**src/core/temp_result_regs.svh**
```systemverilog
/*
  Register offsets, field positions, reset values and timing
  figures of the temperature result and limit logic.
  Assumes nothing of its surroundings; definitions only.
*/
`ifndef TEMP_RESULT_REGS_SVH
`define TEMP_RESULT_REGS_SVH

// Register offsets on the serial management bus.
`define OFS_REM1_VAL     8'h25
`define OFS_LOCAL_VAL    8'h26
`define OFS_REM2_VAL     8'h27
`define OFS_MAXDUTY1     8'h38
`define OFS_MAXDUTY2     8'h39
`define OFS_MAXDUTY3     8'h3A
`define OFS_CORE_LO      8'h46
`define OFS_CORE_HI      8'h47
`define OFS_MAIN_LO      8'h48
`define OFS_MAIN_HI      8'h49
`define OFS_REM1_LO      8'h4E
`define OFS_REM1_HI      8'h4F
`define OFS_LOCAL_LO     8'h50
`define OFS_LOCAL_HI     8'h51
`define OFS_REM2_LO      8'h52
`define OFS_REM2_HI      8'h53
`define OFS_FAN1_LO      8'h54
`define OFS_FAN1_HI      8'h55
`define OFS_REM1_OT      8'h6A
`define OFS_LOCAL_OT     8'h6B
`define OFS_REM2_OT      8'h6C
`define OFS_HYST_A       8'h6D
`define OFS_HYST_B       8'h6E
`define OFS_CONV_CFG     8'h73
`define OFS_FRAC         8'h77
`define OFS_BOOST_CFG    8'h78
`define OFS_OT_TIMER     8'h7A
`define OFS_FORMAT_CFG   8'h7C
`define OFS_DUTY_CFG     8'h7D

// Reset values.
`define RST_ZERO         8'h00
`define RST_FF           8'hFF
`define RST_TEMP_LO      8'h01
`define RST_TEMP_HI      8'h7F
`define RST_OT_LIM       8'hA4
`define RST_HYST_A       8'h44
`define RST_HYST_B       8'h40

// Field positions.
`define BIT_COMPAT       1
`define BIT_AVG_OFF      4
`define BIT_SINGLE       6
`define BIT_USE_MAXDUTY  3
`define BIT_BOOST        2

// Format codes.
`define CODE_FAULT_CMP   8'h80
`define CODE_FAULT_EXT   8'h00
`define CODE_MIN_CMP     8'hC1
`define CODE_MAX_CMP     8'h7F
`define EXT_OFFSET       8'h40
`define EXT_TOP          8'hBF
`define DUTY_FULL        8'hFF

// Conversion times in microseconds, clock in MHz.
`define CLK_MHZ          10
`define VOLT_FAST_US     700
`define REM_FAST_US      7000
`define LOCAL_FAST_US    1300
`define VOLT_AVG_US      11000
`define REM_AVG_US       39000
`define LOCAL_AVG_US     12000
`define AVG_SHIFT        4

`endif

```
**src/core/temp_result_pkg.sv**
```systemverilog
/*
  Types shared by the temperature result and limit logic.
  Assumes the register header is included where offsets are needed.
*/
package temp_result_pkg;

  // Converter channels; temperature codes match the select field.
  typedef enum logic [2:0] {
    CH_CORE  = 3'b000,
    CH_MAIN  = 3'b001,
    CH_REM1  = 3'b101,
    CH_LOCAL = 3'b110,
    CH_REM2  = 3'b111
  } chan_type;

  // Per-channel out-of-limit status levels.
  typedef struct packed {
    logic core;
    logic main;
    logic rem1;
    logic local_t;
    logic rem2;
    logic fan1;
  } status_type;

  // Forced duty values for the three PWM outputs.
  typedef struct packed {
    logic [7:0] ch3;
    logic [7:0] ch2;
    logic [7:0] ch1;
  } duty_type;

endpackage

```
**src/core/temp_result_limit_logic.sv**
```systemverilog
/*
  Temperature result formatting, readback, freeze, averaging,
  conversion timing, limit compare and overtemperature fan forcing.
  Assumes a decoded register access port from the serial bus
  slave and converter samples from logic on the same clock.
*/
`timescale 1ns/1ps
`include "temp_result_regs.svh"

module temp_result_limit_logic
  import temp_result_pkg::*;
#(
  parameter int VOLT_FAST  = `VOLT_FAST_US * `CLK_MHZ,
  parameter int REM_FAST   = `REM_FAST_US * `CLK_MHZ,
  parameter int LOCAL_FAST = `LOCAL_FAST_US * `CLK_MHZ,
  parameter int VOLT_AVG   = `VOLT_AVG_US * `CLK_MHZ,
  parameter int REM_AVG    = `REM_AVG_US * `CLK_MHZ,
  parameter int LOCAL_AVG  = `LOCAL_AVG_US * `CLK_MHZ
) (
  // Clock and reset.
  input  wire logic       clk_sys,
  input  wire logic       rst,
  // Decoded register access.
  input  wire logic [7:0] reg_addr,
  input  wire logic [7:0] reg_wdata,
  input  wire logic       reg_wr,
  input  wire logic       reg_rd,
  output logic      [7:0] reg_rdata,
  // Converter samples.
  input  wire logic [9:0] adc_temp,
  input  wire logic [7:0] adc_volt,
  input  wire logic [1:0] diode_fault,
  output chan_type        conv_channel,
  // Fan tach and fan loop.
  input  wire logic [15:0] fan1_period,
  input  wire logic        fan1_period_valid,
  input  wire logic        auto_fan_mode,
  // Results.
  output status_type      status,
  output duty_type        force_duty,
  output logic            force_active
);

  // Maps a code onto an unsigned ordering key.
  function automatic logic [7:0] key(input logic [7:0] v,
                                     input logic c);
    key = c ? {~v[7], v[6:0]} : v;
  endfunction

  // Applies the compat floor to a written limit.
  function automatic logic [7:0] lim(input logic [7:0] l,
                                     input logic c);
    lim = (c && $signed(l) < $signed(`CODE_MIN_CMP))
          ? `CODE_MIN_CMP : l;
  endfunction

  // Round-robin successor of a channel.
  function automatic chan_type next_ch(input chan_type c);
    case (c)
      CH_CORE:  next_ch = CH_MAIN;
      CH_MAIN:  next_ch = CH_LOCAL;
      CH_LOCAL: next_ch = CH_REM1;
      CH_REM1:  next_ch = CH_REM2;
      default:  next_ch = CH_CORE;
    endcase
  endfunction

  // Writable configuration and limit registers.
  logic [7:0] maxduty1, maxduty2, maxduty3;
  logic [7:0] core_lo, core_hi, main_lo, main_hi;
  logic [7:0] rem1_lo, rem1_hi, local_lo, local_hi;
  logic [7:0] rem2_lo, rem2_hi;
  logic [7:0] fan1_lo, fan1_hi;
  logic [7:0] rem1_ot, local_ot, rem2_ot;
  logic [7:0] hyst_a, hyst_b;
  logic [7:0] conv_cfg, boost_cfg, ot_timer;
  logic [7:0] format_cfg, duty_cfg;

  // Stored readings.
  logic [7:0] rem1_val, local_val, rem2_val;
  logic [1:0] remote1_frac_bits, local_frac_bits;
  logic [1:0] remote2_frac_bits;

  // Freeze state and the value reads seen since it began.
  logic       frozen;
  logic [2:0] seen;

  // Conversion sequencer.
  logic [18:0] sub_cnt;
  logic [3:0]  sub_idx;
  logic [13:0] acc;
  logic [2:0]  ot_state;

  // Configuration decode.
  wire compat    = format_cfg[`BIT_COMPAT];
  wire avg_on    = ~conv_cfg[`BIT_AVG_OFF];
  wire single    = conv_cfg[`BIT_SINGLE];
  wire boost     = boost_cfg[`BIT_BOOST];
  wire use_max   = duty_cfg[`BIT_USE_MAXDUTY];
  wire [2:0] sel = fan1_hi[7:5];
  wire wr_hit    = reg_wr;

  wire sel_ok = (sel == CH_REM1) || (sel == CH_LOCAL) ||
                (sel == CH_REM2);

  wire is_temp = conv_channel[2];
  wire is_rem  = (conv_channel == CH_REM1) ||
                 (conv_channel == CH_REM2);
  wire [18:0] full_len =
    is_rem ? (avg_on ? 19'(REM_AVG) : 19'(REM_FAST)) :
    is_temp ? (avg_on ? 19'(LOCAL_AVG) : 19'(LOCAL_FAST)) :
    (avg_on ? 19'(VOLT_AVG) : 19'(VOLT_FAST));
  wire [18:0] sub_len = avg_on ? (full_len >> `AVG_SHIFT)
                               : full_len;
  wire sub_end  = (sub_cnt + 19'd1 >= sub_len);
  wire last_sub = ~avg_on || (sub_idx == 4'hF);
  wire conv_end = sub_end && last_sub;

  // Sample to accumulate this cycle.
  wire [9:0]  sample = is_temp ? adc_temp : {adc_volt, 2'b00};
  wire [13:0] acc_sum = acc + {4'h0, sample};
  wire [9:0]  code10 = avg_on ? acc_sum[13:4] : acc_sum[9:0];

  wire [7:0] ext_int = code10[9:2];
  wire fault = (conv_channel == CH_REM1) ? diode_fault[0] :
               (conv_channel == CH_REM2) ? diode_fault[1] : 1'b0;

  wire under = (ext_int == 8'h00);
  wire over  = (ext_int > `EXT_TOP);
  wire [7:0] cmp_int = under ? `CODE_MIN_CMP :
                       over  ? `CODE_MAX_CMP :
                       8'(ext_int - `EXT_OFFSET);

  wire [7:0] new_val =
    fault ? (compat ? `CODE_FAULT_CMP : `CODE_FAULT_EXT) :
    (compat ? cmp_int : ext_int);
  wire [1:0] new_frac =
    (fault || (compat && (under || over))) ? 2'b00 : code10[1:0];

  // Limits and overtemp figures of the active channel.
  wire [7:0] ch_lo = (conv_channel == CH_REM1)  ? rem1_lo :
                     (conv_channel == CH_LOCAL) ? local_lo :
                     rem2_lo;
  wire [7:0] ch_hi = (conv_channel == CH_REM1)  ? rem1_hi :
                     (conv_channel == CH_LOCAL) ? local_hi :
                     rem2_hi;
  wire [7:0] ch_ot = (conv_channel == CH_REM1)  ? rem1_ot :
                     (conv_channel == CH_LOCAL) ? local_ot :
                     rem2_ot;
  wire [3:0] ch_hy = (conv_channel == CH_REM1)  ? hyst_a[7:4] :
                     (conv_channel == CH_LOCAL) ? hyst_a[3:0] :
                     hyst_b[7:4];
  wire [1:0] ot_idx = (conv_channel == CH_REM1)  ? 2'd0 :
                      (conv_channel == CH_LOCAL) ? 2'd1 : 2'd2;

  wire [7:0] k_val = key(new_val, compat);
  wire t_out = (k_val > key(lim(ch_hi, compat), compat)) ||
               (k_val <= key(lim(ch_lo, compat), compat));

  // Voltage window compare on raw codes.
  wire [7:0] v_val = code10[9:2];
  wire v_core = (v_val > core_hi) || (v_val <= core_lo);
  wire v_main = (v_val > main_hi) || (v_val <= main_lo);

  wire [7:0] k_ot  = key(lim(ch_ot, compat), compat);
  wire hot = k_val > k_ot;
  wire [7:0] k_rel = (k_ot > {4'h0, ch_hy}) ?
                     8'(k_ot - {4'h0, ch_hy}) : 8'h00;
  wire cool = boost ? ~hot : (k_val < k_rel);

  wire store_t = conv_end && is_temp && ~frozen;

  wire chan_type nxt = (single && sel_ok) ? chan_type'(sel)
                                          : next_ch(conv_channel);

  // Sub-period counter, sample index and accumulator.
  always_ff @(posedge clk_sys) begin
    if (rst) begin
      sub_cnt <= 19'd0;
      sub_idx <= 4'h0;
      acc     <= 14'h0;
    end else if (sub_end) begin
      sub_cnt <= 19'd0;
      sub_idx <= last_sub ? 4'h0 : sub_idx + 4'h1;
      acc     <= last_sub ? 14'h0 : acc_sum;
    end else begin
      sub_cnt <= sub_cnt + 19'd1;
    end
  end

  // Channel pointer moves at each conversion end.
  always_ff @(posedge clk_sys) begin
    if (rst) begin
      conv_channel <= CH_CORE;
    end else if (conv_end) begin
      conv_channel <= nxt;
    end
  end

  always_ff @(posedge clk_sys) begin
    if (rst) begin
      rem1_val          <= `RST_ZERO;
      local_val         <= `RST_ZERO;
      rem2_val          <= `RST_ZERO;
      remote1_frac_bits <= 2'b00;
      local_frac_bits   <= 2'b00;
      remote2_frac_bits <= 2'b00;
    end else if (store_t) begin
      case (conv_channel)
        CH_REM1: begin
          rem1_val          <= new_val;
          remote1_frac_bits <= new_frac;
        end
        CH_LOCAL: begin
          local_val       <= new_val;
          local_frac_bits <= new_frac;
        end
        default: begin
          rem2_val          <= new_val;
          remote2_frac_bits <= new_frac;
        end
      endcase
    end
  end

  // Read strobes of the freeze protocol.
  wire rd_frac = reg_rd && (reg_addr == `OFS_FRAC);
  wire [2:0] rd_val = {reg_rd && (reg_addr == `OFS_REM2_VAL),
                       reg_rd && (reg_addr == `OFS_LOCAL_VAL),
                       reg_rd && (reg_addr == `OFS_REM1_VAL)};
  wire [2:0] seen_nx = seen | rd_val;

  // Freeze begins on a fraction read, ends once all three values are read.
  always_ff @(posedge clk_sys) begin
    if (rst) begin
      frozen <= 1'b0;
      seen   <= 3'b000;
    end else if (rd_frac) begin
      frozen <= 1'b1;
      seen   <= 3'b000;
    end else if (frozen) begin
      seen   <= (&seen_nx) ? 3'b000 : seen_nx;
      frozen <= ~(&seen_nx);
    end
  end

  always_ff @(posedge clk_sys) begin
    if (rst) begin
      status <= '0;
    end else begin
      if (conv_end) begin
        case (conv_channel)
          CH_CORE:  status.core    <= v_core;
          CH_MAIN:  status.main    <= v_main;
          CH_REM1:  status.rem1    <= t_out;
          CH_LOCAL: status.local_t <= t_out;
          default:  status.rem2    <= t_out;
        endcase
      end
      if (fan1_period_valid) begin
        status.fan1 <= fan1_period > {fan1_hi, fan1_lo};
      end
    end
  end

  always_ff @(posedge clk_sys) begin
    if (rst) begin
      ot_state <= 3'b000;
    end else if (conv_end && is_temp) begin
      if (hot) begin
        ot_state[ot_idx] <= 1'b1;
      end else if (cool) begin
        ot_state[ot_idx] <= 1'b0;
      end
    end
  end

  always_ff @(posedge clk_sys) begin
    if (rst) begin
      force_active <= 1'b0;
      force_duty   <= '0;
    end else begin
      force_active   <= auto_fan_mode && (|ot_state);
      force_duty.ch1 <= use_max ? maxduty1 : `DUTY_FULL;
      force_duty.ch2 <= use_max ? maxduty2 : `DUTY_FULL;
      force_duty.ch3 <= use_max ? maxduty3 : `DUTY_FULL;
    end
  end

  // Register writes; read-only offsets ignore writes.
  always_ff @(posedge clk_sys) begin
    if (rst) begin
      maxduty1   <= `RST_FF;
      maxduty2   <= `RST_FF;
      maxduty3   <= `RST_FF;
      core_lo    <= `RST_ZERO;
      core_hi    <= `RST_FF;
      main_lo    <= `RST_ZERO;
      main_hi    <= `RST_FF;
      rem1_lo    <= `RST_TEMP_LO;
      rem1_hi    <= `RST_TEMP_HI;
      local_lo   <= `RST_TEMP_LO;
      local_hi   <= `RST_TEMP_HI;
      rem2_lo    <= `RST_TEMP_LO;
      rem2_hi    <= `RST_TEMP_HI;
      fan1_lo    <= `RST_FF;
      fan1_hi    <= `RST_FF;
      rem1_ot    <= `RST_OT_LIM;
      local_ot   <= `RST_OT_LIM;
      rem2_ot    <= `RST_OT_LIM;
      hyst_a     <= `RST_HYST_A;
      hyst_b     <= `RST_HYST_B;
      conv_cfg   <= `RST_ZERO;
      boost_cfg  <= `RST_ZERO;
      ot_timer   <= `RST_ZERO;
      format_cfg <= `RST_ZERO;
      duty_cfg   <= `RST_ZERO;
    end else if (wr_hit) begin
      case (reg_addr)
        `OFS_MAXDUTY1:   maxduty1   <= reg_wdata;
        `OFS_MAXDUTY2:   maxduty2   <= reg_wdata;
        `OFS_MAXDUTY3:   maxduty3   <= reg_wdata;
        `OFS_CORE_LO:    core_lo    <= reg_wdata;
        `OFS_CORE_HI:    core_hi    <= reg_wdata;
        `OFS_MAIN_LO:    main_lo    <= reg_wdata;
        `OFS_MAIN_HI:    main_hi    <= reg_wdata;
        `OFS_REM1_LO:    rem1_lo    <= reg_wdata;
        `OFS_REM1_HI:    rem1_hi    <= reg_wdata;
        `OFS_LOCAL_LO:   local_lo   <= reg_wdata;
        `OFS_LOCAL_HI:   local_hi   <= reg_wdata;
        `OFS_REM2_LO:    rem2_lo    <= reg_wdata;
        `OFS_REM2_HI:    rem2_hi    <= reg_wdata;
        `OFS_FAN1_LO:    fan1_lo    <= reg_wdata;
        `OFS_FAN1_HI:    fan1_hi    <= reg_wdata;
        `OFS_REM1_OT:    rem1_ot    <= reg_wdata;
        `OFS_LOCAL_OT:   local_ot   <= reg_wdata;
        `OFS_REM2_OT:    rem2_ot    <= reg_wdata;
        `OFS_HYST_A:     hyst_a     <= reg_wdata;
        `OFS_HYST_B:     hyst_b     <= reg_wdata;
        `OFS_CONV_CFG:   conv_cfg   <= reg_wdata;
        `OFS_BOOST_CFG:  boost_cfg  <= reg_wdata;
        `OFS_OT_TIMER:   ot_timer   <= reg_wdata;
        `OFS_FORMAT_CFG: format_cfg <= reg_wdata;
        `OFS_DUTY_CFG:   duty_cfg   <= reg_wdata;
        default: ;
      endcase
    end
  end

  wire [7:0] frac_word = {remote2_frac_bits, local_frac_bits,
                          remote1_frac_bits, 2'b00};

  logic [7:0] rd_mux;
  always_comb begin
    case (reg_addr)
      `OFS_REM1_VAL:   rd_mux = rem1_val;
      `OFS_LOCAL_VAL:  rd_mux = local_val;
      `OFS_REM2_VAL:   rd_mux = rem2_val;
      `OFS_FRAC:       rd_mux = frac_word;
      `OFS_MAXDUTY1:   rd_mux = maxduty1;
      `OFS_MAXDUTY2:   rd_mux = maxduty2;
      `OFS_MAXDUTY3:   rd_mux = maxduty3;
      `OFS_CORE_LO:    rd_mux = core_lo;
      `OFS_CORE_HI:    rd_mux = core_hi;
      `OFS_MAIN_LO:    rd_mux = main_lo;
      `OFS_MAIN_HI:    rd_mux = main_hi;
      `OFS_REM1_LO:    rd_mux = rem1_lo;
      `OFS_REM1_HI:    rd_mux = rem1_hi;
      `OFS_LOCAL_LO:   rd_mux = local_lo;
      `OFS_LOCAL_HI:   rd_mux = local_hi;
      `OFS_REM2_LO:    rd_mux = rem2_lo;
      `OFS_REM2_HI:    rd_mux = rem2_hi;
      `OFS_FAN1_LO:    rd_mux = fan1_lo;
      `OFS_FAN1_HI:    rd_mux = fan1_hi;
      `OFS_REM1_OT:    rd_mux = rem1_ot;
      `OFS_LOCAL_OT:   rd_mux = local_ot;
      `OFS_REM2_OT:    rd_mux = rem2_ot;
      `OFS_HYST_A:     rd_mux = hyst_a;
      `OFS_HYST_B:     rd_mux = hyst_b;
      `OFS_CONV_CFG:   rd_mux = conv_cfg;
      `OFS_BOOST_CFG:  rd_mux = boost_cfg;
      `OFS_OT_TIMER:   rd_mux = ot_timer;
      `OFS_FORMAT_CFG: rd_mux = format_cfg;
      `OFS_DUTY_CFG:   rd_mux = duty_cfg;
      default:         rd_mux = 8'h00;
    endcase
  end

  // Read data is registered on the read strobe.
  always_ff @(posedge clk_sys) begin
    if (rst) begin
      reg_rdata <= 8'h00;
    end else if (reg_rd) begin
      reg_rdata <= rd_mux;
    end
  end

endmodule

```
**config.mk**
```make
export PLATFORM = sky130hd
export DESIGN_NAME = temp_result_limit_logic
export DESIGN_NICKNAME = d
export VERILOG_FILES = /design/src/core/temp_result_pkg.sv /design/src/core/temp_result_limit_logic.sv
export VERILOG_INCLUDE_DIRS = /design/src /design/src/core
export SDC_FILE = /design/constraint.sdc
export NUM_CORES = 1
export LEC_CHECK = 0
export BUFFER_PORTS_ARGS = -buffer_cell sky130_fd_sc_hd__buf_2
export CAP_MARGIN = 20
export CORE_MARGIN = 10
export CORE_UTILIZATION = 49
export DETAILED_ROUTE_END_ITERATION = 8
export MAX_ROUTING_LAYER = met4
export PLACE_DENSITY_LB_ADDON = 0.3
export SLEW_MARGIN = 40
export SYNTH_ARGS = -nofsm -noshare
export SYNTH_HDL_FRONTEND = slang
export SYNTH_SLANG_ARGS = --single-unit
```
**constraint.sdc**
```tcl
create_clock -name clk_sys -period 16.5 [get_ports clk_sys]
set_input_delay 0.825 -clock clk_sys [delete_from_list [all_inputs] [get_ports clk_sys]]
set_output_delay 0.825 -clock clk_sys [all_outputs]
set_load 0.005 [all_outputs]
```
; Word-level counts from Yosys, hierarchy flattened
; Cells that the tools add are included.
[classes]
bitwise_logic = 13
n_reduce_logical = 66
magnitude_cmp = 17
n_eq_ne = 37
muxes = 50
add_sub_neg = 5
[ops]
columns = op, count
row1 = 8-bit one-hot mux with 29 select lines, 1
row2 = 8-bit by 7-bit equality test with 1-bit output (second input constant), 23
row3 = 8-bit 2-to-1 mux, 22
row4 = 2-bit AND reduction, 34
row5 = 19-bit 2-to-1 mux, 3
row6 = 17-bit 2-to-1 mux, 3
row7 = 8-bit by 6-bit equality test with 1-bit output (second input constant), 6
row8 = 8-bit greater-than comparator, 4
row9 = 8-bit less-or-equal comparator, 3
row10 = 8-bit by 7-bit < comparator with 1-bit output (second input constant), 3
row11 = 10-bit 2-to-1 mux, 2
row12 = 19-bit by 1-bit adder with 19-bit output (second input constant), 1
row13 = 19-bit >= comparator, 1
row14 = 3-bit equality test (second input constant), 6
row15 = 16-bit greater-than comparator, 1
row16 = 14-bit by 10-bit adder with 14-bit output, 1
row17 = 1-bit logical AND, 14
row18 = 14-bit 2-to-1 mux, 1
row19 = 3-bit 2-to-1 mux, 4
row20 = 4-bit 2-to-1 mux, 3
row21 = 3-bit one-hot mux with 4 select lines, 1
row22 = 1-bit logical OR, 9
row23 = 1-bit inverter, 9
row24 = 8-bit by 4-bit greater-than comparator with 1-bit output, 1
row25 = other kinds (22), 32
[totals]
word_cells = 237
out_inout_bits = 42
inputBits = 58
regBits = 316

; Longest topological paths before layout
[depth]
ltp_word = 15
mapped_depth = 27
mapped_depth_nobuf = 23

; Worst setup path before layout
; Ideal clock, no wire load.
[synth_timing]
path_kind = register -> register
start = register conv_channel[2]
end = register status[1] (netlist bit)
setup_ns = 0.133
n_path_buf = 6
path_stages_with_launch = 28
synth_period_minus_slack_ns = 6.299
arrival_ns = 6.166
required_time_ns = 16.367
setup_slack_ns = 10.201
cell_sequence = dfxtp_1 > clkbuf_1 > clkbuf_1 > clkbuf_1 > buf_1 > mux2_2 > ha_1 > buf_2 > nand3_2 > or4_1 > and3_1 > clkbuf_2 > a211o_1 > o32a_4 > nor4b_4 > nor2_1 > o21ai_0 > inv_1 > ha_1 > nor2b_1 > o21a_1 > o21ai_0 > nand2b_1 > a21oi_1 > o21ai_0 > a221o_1 > nor3_1 > nor3_1
[synth_via]
elab_cells_between_ends = 45
cone_classes = add/sub (2) / order compare (6) / eq/ne (4) / mux (20) / bitwise (4) / reduce/logical (9)
[synth_rtl]
columns = item, line_no
row1 = from (decl), temp_result_limit_logic.sv:33  ; output chan_type conv_channel,
row2 = from (signal assigned), temp_result_limit_logic.sv:196  ; conv_channel <= nxt;
row3 = 10-bit 2-to-1 mux, temp_result_limit_logic.sv:120  ; wire [9:0] sample = is_temp ? adc_temp : {adc_volt, 2'b00};
row4 = 14-bit by 10-bit adder with 14-bit output, temp_result_limit_logic.sv:121  ; wire [13:0] acc_sum = acc + {4'h0, sample};
row5 = 10-bit 2-to-1 mux, temp_result_limit_logic.sv:122  ; wire [9:0] code10 = avg_on ? acc_sum[13:4] : acc_sum[9:0];
row6 = 8-bit by 7-bit subtractor with 8-bit output (no line) or 8-bit greater-than comparator (tied branches), n/a
row7 = 8-bit 2-to-1 mux, temp_result_limit_logic.sv:131  ; over ? `CODE_MAX_CMP :
row8 = 8-bit 2-to-1 mux, temp_result_limit_logic.sv:130  ; wire [7:0] cmp_int = under ? `CODE_MIN_CMP :
row9 = 8-bit 2-to-1 mux, temp_result_limit_logic.sv:136  ; (compat ? cmp_int : ext_int);
row10 = 8-bit 2-to-1 mux (*), temp_result_limit_logic.sv:135  ; fault ? (compat ? `CODE_FAULT_CMP : `CODE_FAULT_EXT) :
row11 = 8-bit 2-to-1 mux (*), temp_result_limit_logic.sv:47  ; key = c ? {~v[7], v[6:0]} : v;
row12 = net k_val[1], temp_result_limit_logic.sv:156  ; wire [7:0] k_val = key(new_val, compat);
row13 = 8-bit greater-than comparator or 8-bit less-or-equal comparator (tied branches), "temp_result_limit_logic.sv:157, temp_result_limit_logic.sv:158"
row14 = 1-bit logical OR (*), temp_result_limit_logic.sv:157  ; wire t_out = (k_val > key(lim(ch_hi, compat), compat)) ||
row15 = to (decl), temp_result_limit_logic.sv:39  ; output status_type status,
; Mark *: on every way through the listed nets, which the timed path passes. The rest lies on a longest branch.
; A chain may end at the register's enable or synchronous reset.

==> metrics.md <==
| Metric | Value |
|---|---|
| DRT iter0 DRCs | around 2.1k |
| Synth Area in XOR/XNOR | 0.0180 |
| Share of layout cells above drive strength 1 | 0.111 |
| Initial antenna violation count | 1 |
| CP Data Required Time | between 15 and 20 ns |
| Synthesized flop and latch total | around 320 |
| TritonCTS Buffers | 36 |
| CP max FO | 39 |
| Commonest register cell after synthesis | dfxtp_1 |
| Static Leak | between 0.008 and 0.009 uW |
| FMAX | 172 MHz |
| Critical path type | register to register |
| Max-cap viol count | 0 |
| Mapped Avg Cell Area | between 7 and 8 um2 |
| Setup Skew | between 0.02 and 0.03 ns |
| DP HPWL | 45.3 mm |
| Main combinational cell family by area after synthesis | simple AND/OR/NAND/NOR gates |
| Worst Max-Slew Pin Slew | roughly 0.86 ns |
| Chip height | 209 um |
| Grt total ovfl | 0 |
| Routed len/inst | 23.3 um |
| Input/output buffers | about 100 |
| Fin crit period | between 5 and 6 ns |
| Max_slew headroom | 0.427 |
| Gp weighted congestion | about 1.0 |
| Post-Synthesis Cells | between 2k and 2.5k |
| Area grow syn2layout | 11.6% |
| Hold Violations, Final | 0 |
| Final wirelength | ~64 mm |
| Number of vias per cell | between 6 and 7 |
| Routed via count | between 15k and 20k |
| Vias in the first global route | roughly 16k |
| I/O Pins | 100 |
| Ys Warns | 0 |
| Slew Limit Fails | 0 |
| Drt first pass iters | 5 |
| Layout Cells excl Fill | around 2.7k |
| Biggest regs | force_duty x24, sub_cnt x19, acc x14 |
| Post-synthesis compound-gate area fraction | 0.218 |
| Startpoint Class | register |
| Async SR Flop Fraction | 0 |
| Clk Latency, worst-skew pair | between 0.5 and 0.6 ns |
| # rows | 69 |
| Fin Setup TNS | 0 ns |
| Reg2reg setup slack | about 11 ns |
| Register area share after synthesis | 0.361 |
| Worst-path clk slew | about 0.06 ns |
| Root buffer cell | clkbuf_16 |
| Chip width | about 210 um |
| Layout Nets | around 2.4k |
| Max Root-Sink Buffers | 3 |
| Die Area | ~44000 um2 |
| Post-CTS Setup Inserts | 0 |
| First-pass GRT wire length | 98.1 mm |
| Largest register FFs | 24 |
| CTS Sinks | 316 |
| Hold bufs inserted after CTS | 0 |
| Largest net degree at the start of global routing | 94 |
| Worst EP arrival | ~6.2 ns |
| RSZ-0062 raised after global routing | no |
| Period utilization | 0.351 |
| # DRC | 0 |
| Hold WC Path Type | register to register |
| GRT Util Overall | 0.288 |
| Power Density | 85.3 nW/um2 |
| Yosys cell types | 80 |
| Placed cells | around 2.7k |
| Min Hold Slack | approximately 0.45 ns |
| Largest reg by FF count | force_duty |
| Initial core utilization | 0.495 |
| Simple-Gate Fraction of Synth Area | 0.234 |
| CTS tree | yes |
| ANT nets after route | 0 |
| Adder-cell share of the synthesized area | 0.0848 |
| EDFF count, synth | 0 |
| Final setup viols | 0 |
| Cell area after synthesis | about 18000 um2 |
| Mux cell area share after synthesis | 0.0268 |
| Core area | roughly 35000 um2 |
| Crit. End Element | register |
| PostCTS Resize Cnt | 0 |
| Run status | finished clean |
| H-tree depth | 2 |
| Maximum VDD drop | between 0.07 and 0.08 mV |
==> metrics by stage <==
stage / power, uW / utilization / area (um2) / worst slack [ns]
floorplan: 846 / - / 17500 / 10.20
global placement: 881 / 0.518 / 18300 / 10.46
detailed placement: 883 / 0.519 / 18400 / 10.41
CTS: 1670 / 0.552 / 19500 / 10.69
global route: 1710 / 0.552 / 19500 / 10.19
finish: 1670 / 0.552 / 19500 / 10.70
==> final cells by class <==
| class | count | area, um2 |
|---|---|---|
| Timing Repair Buffer | 138 | 805 |
| Sequential cell | 316 | 6330 |
| Tap cell | 461 | 577 |
| Fill cell | 3325 | 15900 |
| Multi-Input combinational cell | 1648 | 10300 |
| Clock buffer | 48 | 1050 |
| Antenna cell | 1 | 2.50 |
| Inverter | 107 | 403 |
| Clock inverter | 14 | 113 |
==> per-layer routing <==
layer / global-route usage / up-vias / part of all wire
met5: - / - / 0
met4: 0.111 / 0 / 0.040
met3: 0.0474 / 167 / 0.090
met2: 0.447 / 867 / 0.46
met1: 0.368 / 8258 / 0.41
li1: - / 8047 / -
==> kinds of logic (layout without fill, tap and decap cells) <==
group	after synthesis	after routing
other	1	3
AO/OA/AOI/OAI	585	585
AND/OR/NAND/NOR	863	863
multiplexers	44	44
buffers and inverters	263	307
flip-flops	316	316
XOR/XNOR	36	36
adder cells (fa/ha/maj)	118	118
==> critical path: stages, from the launching register on <==
cell and delay, ns:
dfxtp_2 0.48, buf_4 0.48, clkinv_1 0.53, nor2_1 0.22, buf_4 0.32, a2bb2oi_1 0.32, o41ai_1 0.13, a21oi_1 0.26
ha_1 0.21, inv_1 0.04, ha_1 0.16, nand2b_1 0.17, a221o_1 0.47, nor2_1 0.18, nor4b_1 0.31, a311oi_1 0.10
ha_1 0.34, a21o_1 0.16, a21oi_1 0.16, o211ai_1 0.20, o211ai_1 0.25, a21oi_1 0.09
==> layout by cell type (no fill, tap or decap), drive strengths merged, types with 7 or more instances in the layout <==
cell type / synthesis / layout
a211oi: 12 / 12
a21o: 16 / 16
a21oi: 206 / 206
a221oi: 27 / 27
a222oi: 8 / 8
a22o: 31 / 31
a22oi: 44 / 44
a31oi: 8 / 8
and2: 36 / 36
and3: 9 / 9
buf: 5 / 138
clkbuf: 151 / 48
clkinv: 1 / 11
dfxtp: 316 / 316
ha: 117 / 117
inv: 106 / 108
mux2: 13 / 13
mux2i: 30 / 30
nand2: 342 / 342
nand2b: 28 / 28
nand3: 224 / 224
nand4: 28 / 28
nor2: 87 / 87
nor2b: 17 / 17
nor3: 34 / 34
nor4: 18 / 18
o211ai: 45 / 45
o21a: 16 / 16
o21ai: 69 / 69
o22ai: 49 / 49
o31ai: 7 / 7
or2: 10 / 10
xnor2: 21 / 21
xor2: 15 / 15
==> where the power goes <==
group	switching (uW)	internal [uW]
Sequential	2.60	768
Clock	336	462
Combinational	70.1	28.0
Total	409	1260
==> worst paths after layout <==
| check | cells past startpoint | start | end |
|---|---|---|---|
| worst max-delay path | 21 | conv_channel[2] | register |
| worst min-delay path | 2 | conv_cfg[5] | conv_cfg[5] |
| worst max register to register | 21 | conv_channel[2] | register |
| worst min register to register | 2 | conv_cfg[5] | conv_cfg[5] |
==> cell usage after synthesis, types with 7 or more instances <==
library cell / number / area, um2
nand2_1: 342 / 1280
dfxtp_1: 316 / 6330
nand3_1: 223 / 1120
a21oi_1: 206 / 1030
clkbuf_1: 142 / 533
ha_1: 117 / 1460
inv_1: 106 / 398
nor2_1: 87 / 327
o21ai_0: 67 / 335
o22ai_1: 49 / 307
o211ai_1: 45 / 338
a22oi_1: 44 / 330
and2_1: 33 / 206
nor3_1: 33 / 165
a22o_1: 31 / 272
mux2i_1: 30 / 300
nand2b_1: 28 / 175
nand4_1: 28 / 175
a221oi_1: 27 / 236
xnor2_1: 21 / 184
nor2b_1: 17 / 106
nor4_1: 17 / 106
a21o_1: 16 / 120
o21a_1: 15 / 113
xor2_1: 15 / 131
mux2_2: 13 / 146
a211oi_1: 11 / 82.6
or2_2: 10 / 62.6
and3_1: 9 / 56.3
clkbuf_2: 9 / 45.0
a222oi_1: 8 / 80.1
a31oi_1: 8 / 50.1
o31ai_1: 7 / 52.6
Power figures use the tool's default switching activity.
